===== src/design/dcg_pkg.sv =====
// Constants and types of the disk controller host and drive glue
// Contract
// Fixed mode: 125 ns, 83 ns at 1 Mb/s
// Scaled mode: 83/125/208/250 ns by rate
// Configuration pin picks fixed or scaled mode
// Data-rate register: 250/300/500 kb/s plus 1 Mb/s
// Loop filter switched in from selected rate
// Address lines pick register, ignored during DMA
// Strobes accepted for registers only with select
// Host keeps chip select high during DMA
// DMA acknowledge qualifies strobes when gate set
// DMA request output enabled by gate bit
// Direction low steps in, high steps out
// Direction held high in read/write mode
// Low spindle kind turns 300 into 250
// High spindle kind keeps true 300 kb/s
// Drive select low only with matching motor
// Latched inverted door flag on D7 at 7
// Bus undriven, strobes ignored when unselected
package dcg_pkg;

  // ==========================================================
  // Register addresses
  localparam logic [2:0] ADDR_DRIVE_CTRL = 3'h2;
  localparam logic [2:0] ADDR_RATE = 3'h7;
  localparam logic [2:0] ADDR_DOOR = 3'h7;

  // ==========================================================
  // Drive control, door and rate field layout
  localparam int DC_SEL_LSB = 0;
  localparam int DC_SEL_W = 2;
  localparam int DC_DMA_GATE_BIT = 3;
  localparam int DC_MOTOR_LSB = 4;
  localparam int DOOR_BIT = 7;
  localparam int RATE_LSB = 0;
  localparam logic [7:0] DRIVE_CTRL_RESET = 8'h00;

  // ==========================================================
  // Data rate codes
  typedef enum logic [1:0] {
    DCG_RATE_500K = 2'h0,
    DCG_RATE_300K = 2'h1,
    DCG_RATE_250K = 2'h2,
    DCG_RATE_1M = 2'h3
  } dcg_rate_type;
  localparam dcg_rate_type RATE_RESET = DCG_RATE_500K;

  // ==========================================================
  // Precompensation timing
  localparam int CLK_PERIOD_NS = 100;
  localparam int PC_1M_NS = 83;
  localparam int PC_500K_NS = 125;
  localparam int PC_300K_NS = 208;
  localparam int PC_250K_NS = 250;
  localparam int PC_FIXED_NS = 125;
  localparam logic [7:0] PC_1M_CYC = 8'((PC_1M_NS + CLK_PERIOD_NS - 1) / CLK_PERIOD_NS);
  localparam logic [7:0] PC_500K_CYC = 8'((PC_500K_NS + CLK_PERIOD_NS - 1) / CLK_PERIOD_NS);
  localparam logic [7:0] PC_300K_CYC = 8'((PC_300K_NS + CLK_PERIOD_NS - 1) / CLK_PERIOD_NS);
  localparam logic [7:0] PC_250K_CYC = 8'((PC_250K_NS + CLK_PERIOD_NS - 1) / CLK_PERIOD_NS);
  localparam logic [7:0] PC_FIXED_CYC = 8'((PC_FIXED_NS + CLK_PERIOD_NS - 1) / CLK_PERIOD_NS);

endpackage


===== src/design/dcg_glue.sv =====
// Host decode, DMA handshake, rate, filter, precompensation and drive glue
`timescale 1ns/10ps
module dcg_glue #(
  parameter int DRIVES = 4
) (
  // Clock and reset
  input wire logic core_clk,
  input wire logic rst,
  // Host bus pins
  input wire logic csN,
  input wire logic rdN,
  input wire logic wrN,
  input wire logic dmaAcknowledgeN,
  input wire logic [2:0] registerAddressLines,
  input wire logic [7:0] dataIn,
  output logic [7:0] dataOut,
  output logic dataOutEnN,
  output logic dmaRequest,
  // Command engine side
  input wire logic xferNeeded,
  input wire logic [7:0] engineRdData,
  output logic [2:0] regSel,
  output logic regRdStb,
  output logic regWrStb,
  output logic dmaRdStb,
  output logic dmaWrStb,
  output logic [7:0] wrData,
  input wire logic stepInward,
  input wire logic rwMode,
  // Drive and configuration pins
  input wire logic spindleSpeedKind,
  input wire logic precompScaledPin,
  input wire logic doorOpenedFlag,
  output logic direction,
  output logic [DRIVES-1:0] driveSelN,
  output logic filt250OnN,
  output logic filt500OnN,
  // Rate, DMA gate and precompensation results
  output logic [1:0] rateSel,
  output logic [1:0] effRate,
  output logic dmaGateBit,
  output logic [7:0] precompNs,
  output logic [7:0] precompCycles
);
  if (DRIVES < 1 || DRIVES > 4) begin : g_bad_drives
    $error("DRIVES must be 1 to 4");
  end

  typedef struct packed {
    logic [7:0] driveCtrl;
    dcg_pkg::dcg_rate_type rate;
    logic [1:0] strobePrev;
    logic doorLatch;
    logic [7:0] dataOut;
    logic dataOutEnN;
    logic dmaRequest;
    logic [2:0] regSel;
    logic regRdStb;
    logic regWrStb;
    logic dmaRdStb;
    logic dmaWrStb;
    logic [7:0] wrData;
    logic direction;
    logic [3:0] driveSelN;
    logic filt250OnN;
    logic filt500OnN;
    dcg_pkg::dcg_rate_type effRate;
    logic [7:0] precompNs;
    logic [7:0] precompCycles;
  } dcg_state_type;

  dcg_state_type state_r;
  dcg_state_type state_nxt;

  // ==========================================================
  // Pin synchronisers
  logic csSync;
  logic rdSync;
  logic wrSync;
  logic dakSync;
  logic spindleSync;
  logic scaledSync;
  logic doorSync;
  logic [2:0] addrSync;
  logic [7:0] dataSync;

  dcg_sync #(.WIDTH(4), .INIT(4'hF)) syncStrobes (
    .core_clk(core_clk),
    .rst(rst),
    .pinIn({csN, rdN, wrN, dmaAcknowledgeN}),
    .syncOut({csSync, rdSync, wrSync, dakSync})
  );

  dcg_sync #(.WIDTH(14), .INIT(14'h0000)) syncLevels (
    .core_clk(core_clk),
    .rst(rst),
    .pinIn({spindleSpeedKind, precompScaledPin, doorOpenedFlag, registerAddressLines, dataIn}),
    .syncOut({spindleSync, scaledSync, doorSync, addrSync, dataSync})
  );

  // ==========================================================
  // Drive select decode per drive
  logic [3:0] selHit;
  genvar gi;
  generate
    for (gi = 0; gi < 4; gi++) begin : g_drv
      if (gi < DRIVES) begin : g_on
        // Select gated by motor
        assign selHit[gi] = (state_r.driveCtrl[dcg_pkg::DC_SEL_LSB +: dcg_pkg::DC_SEL_W] == 2'(gi))
          && state_r.driveCtrl[dcg_pkg::DC_MOTOR_LSB + gi];
      end else begin : g_off
        assign selHit[gi] = 1'b0;
      end
    end
  endgenerate

  // ==========================================================
  // Next state
  logic hostSel;
  logic dmaSel;
  logic rdLow;
  logic wrFall;
  logic rdFall;
  logic gate;
  dcg_pkg::dcg_rate_type eff;

  always_comb begin
    state_nxt = state_r;
    gate = state_r.driveCtrl[dcg_pkg::DC_DMA_GATE_BIT];
    // Select qualifies strobes
    hostSel = !csSync;
    // Gated acknowledge qualifies strobes
    dmaSel = !dakSync && gate && !hostSel;
    rdLow = !rdSync;
    rdFall = state_r.strobePrev[1] && !rdSync;
    wrFall = state_r.strobePrev[0] && !wrSync;
    state_nxt.strobePrev = {rdSync, wrSync};
    state_nxt.regRdStb = 1'b0;
    state_nxt.regWrStb = 1'b0;
    state_nxt.dmaRdStb = 1'b0;
    state_nxt.dmaWrStb = 1'b0;
    // Latch door input
    state_nxt.doorLatch = doorSync;

    // Address picks register
    if (hostSel && wrFall) begin
      state_nxt.regSel = addrSync;
      state_nxt.wrData = dataSync;
      if (addrSync == dcg_pkg::ADDR_DRIVE_CTRL) begin
        state_nxt.driveCtrl = dataSync;
      end else if (addrSync == dcg_pkg::ADDR_RATE) begin
        // Rate register write
        state_nxt.rate = dcg_pkg::dcg_rate_type'(dataSync[dcg_pkg::RATE_LSB +: 2]);
      end else begin
        state_nxt.regWrStb = 1'b1;
      end
    end else if (dmaSel && wrFall) begin
      // Address ignored in DMA
      state_nxt.wrData = dataSync;
      state_nxt.dmaWrStb = 1'b1;
    end
    if (hostSel && rdFall) begin
      state_nxt.regSel = addrSync;
      state_nxt.regRdStb = (addrSync != dcg_pkg::ADDR_DOOR);
    end else if (dmaSel && rdFall) begin
      state_nxt.dmaRdStb = 1'b1;
    end

    // Drive bus only when selected
    state_nxt.dataOutEnN = !((hostSel || dmaSel) && rdLow);
    state_nxt.dataOut = engineRdData;
    if (hostSel && addrSync == dcg_pkg::ADDR_DOOR) begin
      // Inverted door flag
      state_nxt.dataOut[dcg_pkg::DOOR_BIT] = !state_r.doorLatch;
    end

    // Request gated by bit
    state_nxt.dmaRequest = xferNeeded && gate;

    // Step direction level
    state_nxt.direction = !stepInward;
    // High in read/write
    if (rwMode) begin
      state_nxt.direction = 1'b1;
    end

    state_nxt.driveSelN = ~selHit;

    // Low spindle remaps 300
    eff = state_r.rate;
    if (state_r.rate == dcg_pkg::DCG_RATE_300K && !spindleSync) begin
      eff = dcg_pkg::DCG_RATE_250K;
    end
    // High spindle keeps 300
    state_nxt.effRate = eff;

    // Filter from rate
    state_nxt.filt250OnN = !(eff == dcg_pkg::DCG_RATE_250K || eff == dcg_pkg::DCG_RATE_300K);
    state_nxt.filt500OnN = !(eff == dcg_pkg::DCG_RATE_500K);

    // Mode from pin
    if (scaledSync) begin
      // Scaled shift by rate
      case (eff)
        dcg_pkg::DCG_RATE_1M: begin
          state_nxt.precompNs = 8'(dcg_pkg::PC_1M_NS);
          state_nxt.precompCycles = dcg_pkg::PC_1M_CYC;
        end
        dcg_pkg::DCG_RATE_500K: begin
          state_nxt.precompNs = 8'(dcg_pkg::PC_500K_NS);
          state_nxt.precompCycles = dcg_pkg::PC_500K_CYC;
        end
        dcg_pkg::DCG_RATE_300K: begin
          state_nxt.precompNs = 8'(dcg_pkg::PC_300K_NS);
          state_nxt.precompCycles = dcg_pkg::PC_300K_CYC;
        end
        default: begin
          state_nxt.precompNs = 8'(dcg_pkg::PC_250K_NS);
          state_nxt.precompCycles = dcg_pkg::PC_250K_CYC;
        end
      endcase
    end else if (eff == dcg_pkg::DCG_RATE_1M) begin
      // Fixed shift at 1 Mb/s
      state_nxt.precompNs = 8'(dcg_pkg::PC_1M_NS);
      state_nxt.precompCycles = dcg_pkg::PC_1M_CYC;
    end else begin
      // Fixed shift other rates
      state_nxt.precompNs = 8'(dcg_pkg::PC_FIXED_NS);
      state_nxt.precompCycles = dcg_pkg::PC_FIXED_CYC;
    end
  end

  // ==========================================================
  // State register
  always_ff @(posedge core_clk) begin
    if (rst) begin
      state_r <= '0;
      state_r.driveCtrl <= dcg_pkg::DRIVE_CTRL_RESET;
      state_r.rate <= dcg_pkg::RATE_RESET;
      state_r.strobePrev <= 2'h3;
      state_r.dataOutEnN <= 1'b1;
      state_r.direction <= 1'b1;
      state_r.driveSelN <= 4'hF;
      state_r.filt250OnN <= 1'b1;
      state_r.filt500OnN <= 1'b1;
      state_r.effRate <= dcg_pkg::RATE_RESET;
      state_r.precompNs <= 8'(dcg_pkg::PC_FIXED_NS);
      state_r.precompCycles <= dcg_pkg::PC_FIXED_CYC;
    end else begin
      state_r <= state_nxt;
    end
  end

  // ==========================================================
  // Outputs
  assign dataOut = state_r.dataOut;
  assign dataOutEnN = state_r.dataOutEnN;
  assign dmaRequest = state_r.dmaRequest;
  assign regSel = state_r.regSel;
  assign regRdStb = state_r.regRdStb;
  assign regWrStb = state_r.regWrStb;
  assign dmaRdStb = state_r.dmaRdStb;
  assign dmaWrStb = state_r.dmaWrStb;
  assign wrData = state_r.wrData;
  assign direction = state_r.direction;
  assign driveSelN = state_r.driveSelN[DRIVES-1:0];
  assign filt250OnN = state_r.filt250OnN;
  assign filt500OnN = state_r.filt500OnN;
  assign rateSel = state_r.rate;
  assign effRate = state_r.effRate;
  assign dmaGateBit = state_r.driveCtrl[dcg_pkg::DC_DMA_GATE_BIT];
  assign precompNs = state_r.precompNs;
  assign precompCycles = state_r.precompCycles;
endmodule


===== src/design/dcg_sync.sv =====
// Two-flop synchroniser for a group of pin inputs
`timescale 1ns/10ps
module dcg_sync #(
  parameter int WIDTH = 1,
  parameter logic [WIDTH-1:0] INIT = '0
) (
  // Clock and reset
  input wire logic core_clk,
  input wire logic rst,
  // Pin side and synchronised side
  input wire logic [WIDTH-1:0] pinIn,
  output logic [WIDTH-1:0] syncOut
);
  if (WIDTH < 1) begin : g_bad_width
    $error("WIDTH must be at least 1");
  end

  logic [WIDTH-1:0] meta_r;

  // ==========================================================
  // First stage read only by second stage
  always_ff @(posedge core_clk) begin
    if (rst) begin
      meta_r <= INIT;
      syncOut <= INIT;
    end else begin
      meta_r <= pinIn;
      syncOut <= meta_r;
    end
  end
endmodule

===== config.mk =====
export PLATFORM = sky130hd
export DESIGN_NAME = dcg_glue
export DESIGN_NICKNAME = d
export VERILOG_FILES = /design/src/design/dcg_pkg.sv /design/src/design/dcg_glue.sv /design/src/design/dcg_sync.sv
export SDC_FILE = /design/constraint.sdc
export NUM_CORES = 1
export LEC_CHECK = 0
export ABC_AREA = 1
export BUFFER_PORTS_ARGS = -buffer_cell sky130_fd_sc_hd__clkbuf_2
export CORE_MARGIN = 2
export CORE_UTILIZATION = 37
export CTS_BUF_LIST = sky130_fd_sc_hd__clkbuf_16
export DETAILED_ROUTE_END_ITERATION = 12
export GPL_TIMING_DRIVEN = 0
export REMOVE_ABC_BUFFERS = 1
export SLEW_MARGIN = 15
export SYNTH_ARGS = -nofsm -noshare
export SYNTH_HDL_FRONTEND = slang
export SYNTH_SLANG_ARGS = --single-unit

===== constraint.sdc =====
create_clock -name core_clk -period 1.19 [get_ports core_clk]
set_input_delay 0.119 -clock core_clk [delete_from_list [all_inputs] [get_ports core_clk]]
set_output_delay 0.119 -clock core_clk [all_outputs]
set_load 0.01 [all_outputs]

### Word-level counts from Yosys, hierarchy flattened

Index checks and enable logic that the tools add are counted.

| storage, ports and cells | value |
|---|---|
| register bits | 99 |

| operators by class | value |
|---|---|
| bitwise logic cells | 4 |
| reduce and logical (&&, ||, !) cells | 39 |
| mux-type cells | 11 |
| eq/ne operators | 10 |

Operator list:

| cell | count |
|---|---|
| one-hot mux 16 bit (3 select lines) | 1 |
| logical AND 1 bit | 16 |
| two-way mux 16 bit | 1 |
| two-way mux 14 bit | 1 |
| logical NOT 1 bit | 10 |
| two-way mux 9 bit | 1 |
| == test 2 bit (second input constant) | 4 |
| two-way mux 8 bit | 1 |
| OR reduction 2 bit | 4 |
| == test 2 x 1 -> 1 bit (second input constant) | 3 |
| logical NOT 2 bit | 2 |
| two-way mux 4 bit | 1 |
| inverter 4 bit | 1 |
| nonzero test 2 bit | 2 |
| == test 3 x 2 -> 1 bit (second input constant) | 1 |
| == test 3 bit (second input constant) | 1 |
| two-way mux 1 bit | 3 |
| two-way mux 3 bit | 1 |
| inequality test 3 bit (second input constant) | 1 |
| inverter 1 bit | 3 |
| AND reduction 3 bit | 1 |
| OR reduction 3 bit | 1 |
| logical OR 1 bit | 2 |
| two-way mux 2 bit | 1 |
| AND reduction 2 bit | 1 |

### Logic depth before layout (Yosys ltp)

| depth | value |
|---|---|
| depth after elaboration | 6 |
| depth in mapped cells | 7 |

### Hierarchy

From an unflattened synthesis, not the netlist that was laid out.

| second synthesis, totals | value |
|---|---|
| cells, all modules | 396 |
| area total of the unflattened synthesis | 3,318.2 sq um |

Modules (own cells, without submodules):

| module | area each (sq um) | cells each | seq. area each (sq um) | instances |
|---|---|---|---|---|
| dcg_glue | 2,287.2 | 284 | 1,061.0 | 1 |
| dcg_sync (syncLevels) | 807.0 | 87 | 560.5 | 1 |
| dcg_sync (syncStrobes) | 224.0 | 25 | 160.2 | 1 |

### Worst setup path before layout

No wires, ideal clock.

| timing path | value |
|---|---|
| path kind | reg-to-reg |
| start point | register state_r (netlist bit rateSel[1]) |
| end point | register precompNs[1] (netlist name) |
| arrival time | 930 ps |
| cell stages (with the launch flop) | 7 |
| setup slack | 145 ps |
| clock period less this slack | 1,045 ps |
| library setup time | 115 ps |
| cell sequence | dfxtp_1 > inv_1 > ha_1 > inv_1 > o21ai_0 > o21ai_0 > inv_1 |

| on the way | value |
|---|---|
| cells in the longest elaborated chain, start to end | 6 |

RTL lines:

| item | line | source |
|---|---|---|
| start: declaration | dcg_glue.sv:72 | `dcg_state_type state_r;` |
| start signal: assignment | dcg_glue.sv:250 | `state_r <= state_nxt;` |
| == test 2 x 1 -> 1 bit | dcg_glue.sv:191 | `if (state_r.rate == dcg_pkg::DCG_RATE_300K && !spindleSync) begin` |
| logical AND 1 bit | dcg_glue.sv:191 |  |
| two-way mux 2 bit * | dcg_glue.sv:191 |  |
| == test 2 x 1 -> 1 bit (tied with other cells) | dcg_glue.sv:204 | `case (eff)` |
| one-hot mux 16 bit (3 select lines) or two-way mux 14 bit (tied branches) | dcg_glue.sv:204, dcg_glue.sv:222 |  |
| two-way mux 16 bit * | dcg_glue.sv:202 | `if (scaledSync) begin` |

Every way passes the cells marked *; elsewhere a longest branch is shown, timed or not.
A chain may end at the register's enable or synchronous reset.

### Worst setup path after layout

| timing path | value |
|---|---|
| start point | input port stepInward |
| end point | register direction (netlist name) |

| on the way | value |
|---|---|
| cells in the longest elaborated chain, start to end | 1 |

RTL lines:

| item | line | source |
|---|---|---|
| start: declaration | dcg_glue.sv:28 | `input wire logic stepInward,` |
| logical NOT 1 bit | dcg_glue.sv:181 | `state_nxt.direction = !stepInward;` |

No other way between the ends.

==> impl_metrics.yaml <==
yosys:
  synthTopCellsByCount: "dfxtp_1, nor2_1, inv_1"
  avgSynthCellArea_um2: 8.465
  yosysMostFrequentCell: "dfxtp_1"
  synth_edf_count: 0
  netlist_area_um2: 3284
  ys_seq_area_share_pct: 54.25
  async_flop_share_pct: 0
  yosys_warnings: 0
  synthDistinctLibCells: 25
  synth_flop_cell: "dfxtp_1"
  synthCells: 388
  synth_area_leaders: "dfxtp_1, buf_4, nor2_1, inv_1, nand2_1"
  synth_top_area_share_pct: 54.25
  ys_seq_elements: 89
  yosysTopAreaCell: "dfxtp_1"
placed_design:
  portBuffers: 75
  dp_hpwl_um: 3597
  place_ws_ns: -0.9436
  gp_congestion: 0.7459
  dp_cells: 523
cts:
  cts.path.max_buffers: 2
  clockRootBuffer: "clkbuf_16"
  cts_tree: "yes"
  numClockSinks: 89
  clk_pin_slew_ns: 0.06
  numCtsBuffers: 9
  h-tree-depth: 3
  worst_skew_pair.late_latency_ns: 0.33
routing:
  drc: 0
  met3WireLength_um: 314
  wl_met2_um: 2644
  wl_per_cell_um: 9.498
  vias_per_cell: 4.086
  vias: 2337
  wl_met1_um: 2330
  drt-total-wl_um: 5433
  ant_nets: 0
  dr.first_iter.drc_count: 46
  highest_layer: "met4"
  dr.pass1.iters: 4
setup_path:
  path_delay_family: "buffers and inverters"
  end_kind: "register"
  crit_path_max_fanout: 1
  startpoint_type: "primary input"
  path_cells: "dlygate4sd3_1, clkbuf_2, nand2_1, dlygate4sd3_1"
  worstPathRequired_ns: 1.41
  crit_top_cell: "dlygate4sd3_1"
  worstSetupPathType: "in -> reg"
  slowest_delay_ns: 0.54
  slowest_stage: "dlygate4sd3_1"
  arrival_ns: 1.32
  timing.critical_path.buf_inv: 3
floorplan:
  core-area_um2: 8678
  fp.dieArea_um2: 9646
  die_h_um: 98.22
  fp.dieW_um: 98.22
  io_pins: 84
  num_rows: 34
  start_util_pct: 37.85
power_and_ir_drop:
  pwr-share-clk_pct: 43.7
  sw_frac_of_total_pct: 21.26
  power.density_nw_per_um2: 1512
  p_comb_share_pct: 6.0
  netSwitchingPower_mw: 1.310
  p_leak_nw: 1.975
  p_int_mw: 4.850
  ir_drop_mv: 0.6530
  p_seq_share_pct: 50.3
sta:
  slew_viol_final: 0
  setup_violations: 0
  worst_pin_slew_ns: 0.5869
  fmax_ghz: 0.9082
  finalHoldViolations: 0
  fin_crit_ns: 1.101
  clock-skew-final_ns: 0.004917
  setup_ws_ns: 0.08891
  min_period_over_period_pct: 92.53
  rsz0062_at_grt: "false"
  max_slew_margin_pct: 60.87
grt:
  grt.overflow.total: 0
  grt_util_all_layers_pct: 12.28
  grt_start_max_net_pins: 54
  grt_pass1_wl_um: 9535
  antenna_found_initial: 0
  grt_pass1_vias: 2220
layout:
  stdcell_count: 572
  multi_input_area_um2: 917.1
  final_nets: 495
  drive_above_1_share_pct: 25.00
  areaGrowthSynthToFinish_pct: 24.08
  utilization_pct: 46.96
  ff_latch_area_um2: 1787
  diodes: 0
  fillCellCount: 912
status:
  status: "finished clean"
min_path:
  hp-class: "in -> reg"
job:
  drv_cap: 0
-- path summary, 6_finish.rpt --
path / start / endpoint / slack [ns] / depth (start not counted)
setup / recovery: stepInward / direction$_SDFF_PP1_ / 0.09 / 4
hold / removal: engineRdData[7] / dataOut[7]$_SDFF_PP0_ / 0.01 / 3
setup reg to reg: rateSel[1]$_SDFFE_PP0P_ / precompNs[0]$_SDFF_PP1_ / 0.11 / 5
hold reg to reg: syncLevels.meta_r[11]$_SDFF_PP0_ / syncLevels.syncOut[11]$_SDFF_PP0_ / 0.40 / 2
-- cell usage in the layout (no fill, tap or decap) --
| cell | instances |
|---|---|
| a211oi_1 | 1 |
| a21oi_1 | 12 |
| buf_12 | 1 |
| buf_4 | 3 |
| bufinv_16 | 1 |
| clkbuf_16 | 9 |
| clkbuf_2 | 74 |
| clkbuf_4 | 1 |
| clkinv_1 | 2 |
| clkinv_2 | 1 |
| clkinv_4 | 1 |
| clkinvlp_4 | 3 |
| conb_1 | 8 |
| dfxtp_1 | 87 |
| dfxtp_2 | 1 |
| dfxtp_4 | 1 |
| dlygate4sd3_1 | 28 |
| ha_1 | 5 |
| inv_1 | 61 |
| inv_2 | 2 |
| nand2_1 | 35 |
| nand2_4 | 2 |
| nand3_1 | 23 |
| nand3_2 | 2 |
| nand3b_1 | 2 |
| nand4_1 | 4 |
| nor2_1 | 74 |
| nor2_2 | 3 |
| nor2_4 | 1 |
| nor2_8 | 2 |
| nor3_1 | 2 |
| o21ai_0 | 1 |
| o21ai_1 | 3 |
| or2_2 | 8 |
-- cell type report --
| class | instances | area share, % |
|---|---|---|
| clock buffer | 9 | 5.527 |
| clock inverter | 7 | 1.535 |
| inverter | 63 | 5.895 |
| multi-input combinational | 188 | 22.51 |
| sequential | 89 | 43.84 |
| tap | 108 | 3.316 |
| timing repair buffer | 107 | 17.19 |
| timing repair inverter | 1 | 0.1842 |
-- metrics by stage --
step / hold WS (ns) / instance area, um2 / TNS, ns / total power, mW
after CTS: 0.003459 / 4043 / 0 / 6.228
after global placement: 0.2851 / 3436 / -30.32 / 3.449
after floorplan: 0.1877 / 2925 / 0 / 3.321
final: 0.01202 / 4075 / 0 / 6.160
after detailed placement: 0.2899 / 3436 / -30.52 / 3.454
after global routing: 0.02234 / 4075 / 0 / 6.427
-- tightest hold or removal path, cell delays in order --
cell	delay, ns
clkbuf_2	0.08
a21oi_1	0.03
nor2_1	0.08
-- routing by layer --
layer	vias up	GRT usage (%)
met5	-	0
met4	0	6.744
met3	10	3.937
met2	57	20.81
met1	1021	13.65
li1	1249	-
-- flip-flops by register name, indices dropped and copies added (netlist names), 5 cells and up --
| register | cells |
|---|---|
| syncLevels.syncOut | 14 |
| syncLevels.meta_r | 14 |
| precompNs | 5 |
| wrData | 8 |
| dataOut | 8 |
| state_r | 9 |
-- timing repair --
item | 4_1_cts | 5_1_grt
setup buffers | 1 | 3
endpoints found under the hold margin | 27 | 0
resized for setup | 6 | 6
cloned | 1 | 0
endpoints found under the setup margin | 36 | 32
hold buffers | 28 | 0
pin swaps | 1 | 0
-- power by group through the flow --
| stage | clock network [mW] | registers (mW) | logic (mW) |
|---|---|---|---|
| 2_1_floorplan | 0 | 3.18 | 0.145 |
| 3_3_place_gp | 0 | 3.16 | 0.285 |
| 3_5_place_dp | 0 | 3.17 | 0.288 |
| 4_1_cts | 2.76 | 3.10 | 0.369 |
| 5_1_grt | 2.90 | 3.11 | 0.424 |
| 6_report | 2.69 | 3.10 | 0.372 |
-- cells by family after synthesis --
kind of cell | count (synthesis) | synth area share, %
DFF | 89 | 54.25
other | 2 | 0.2287
buffers and inverters | 117 | 18.82
adders and majority gates | 5 | 1.905
and+or+nand+nor | 158 | 22.13
AOI/OAI and AO/OA | 17 | 2.667
Note: power is estimated with default switching activity, not from simulation.
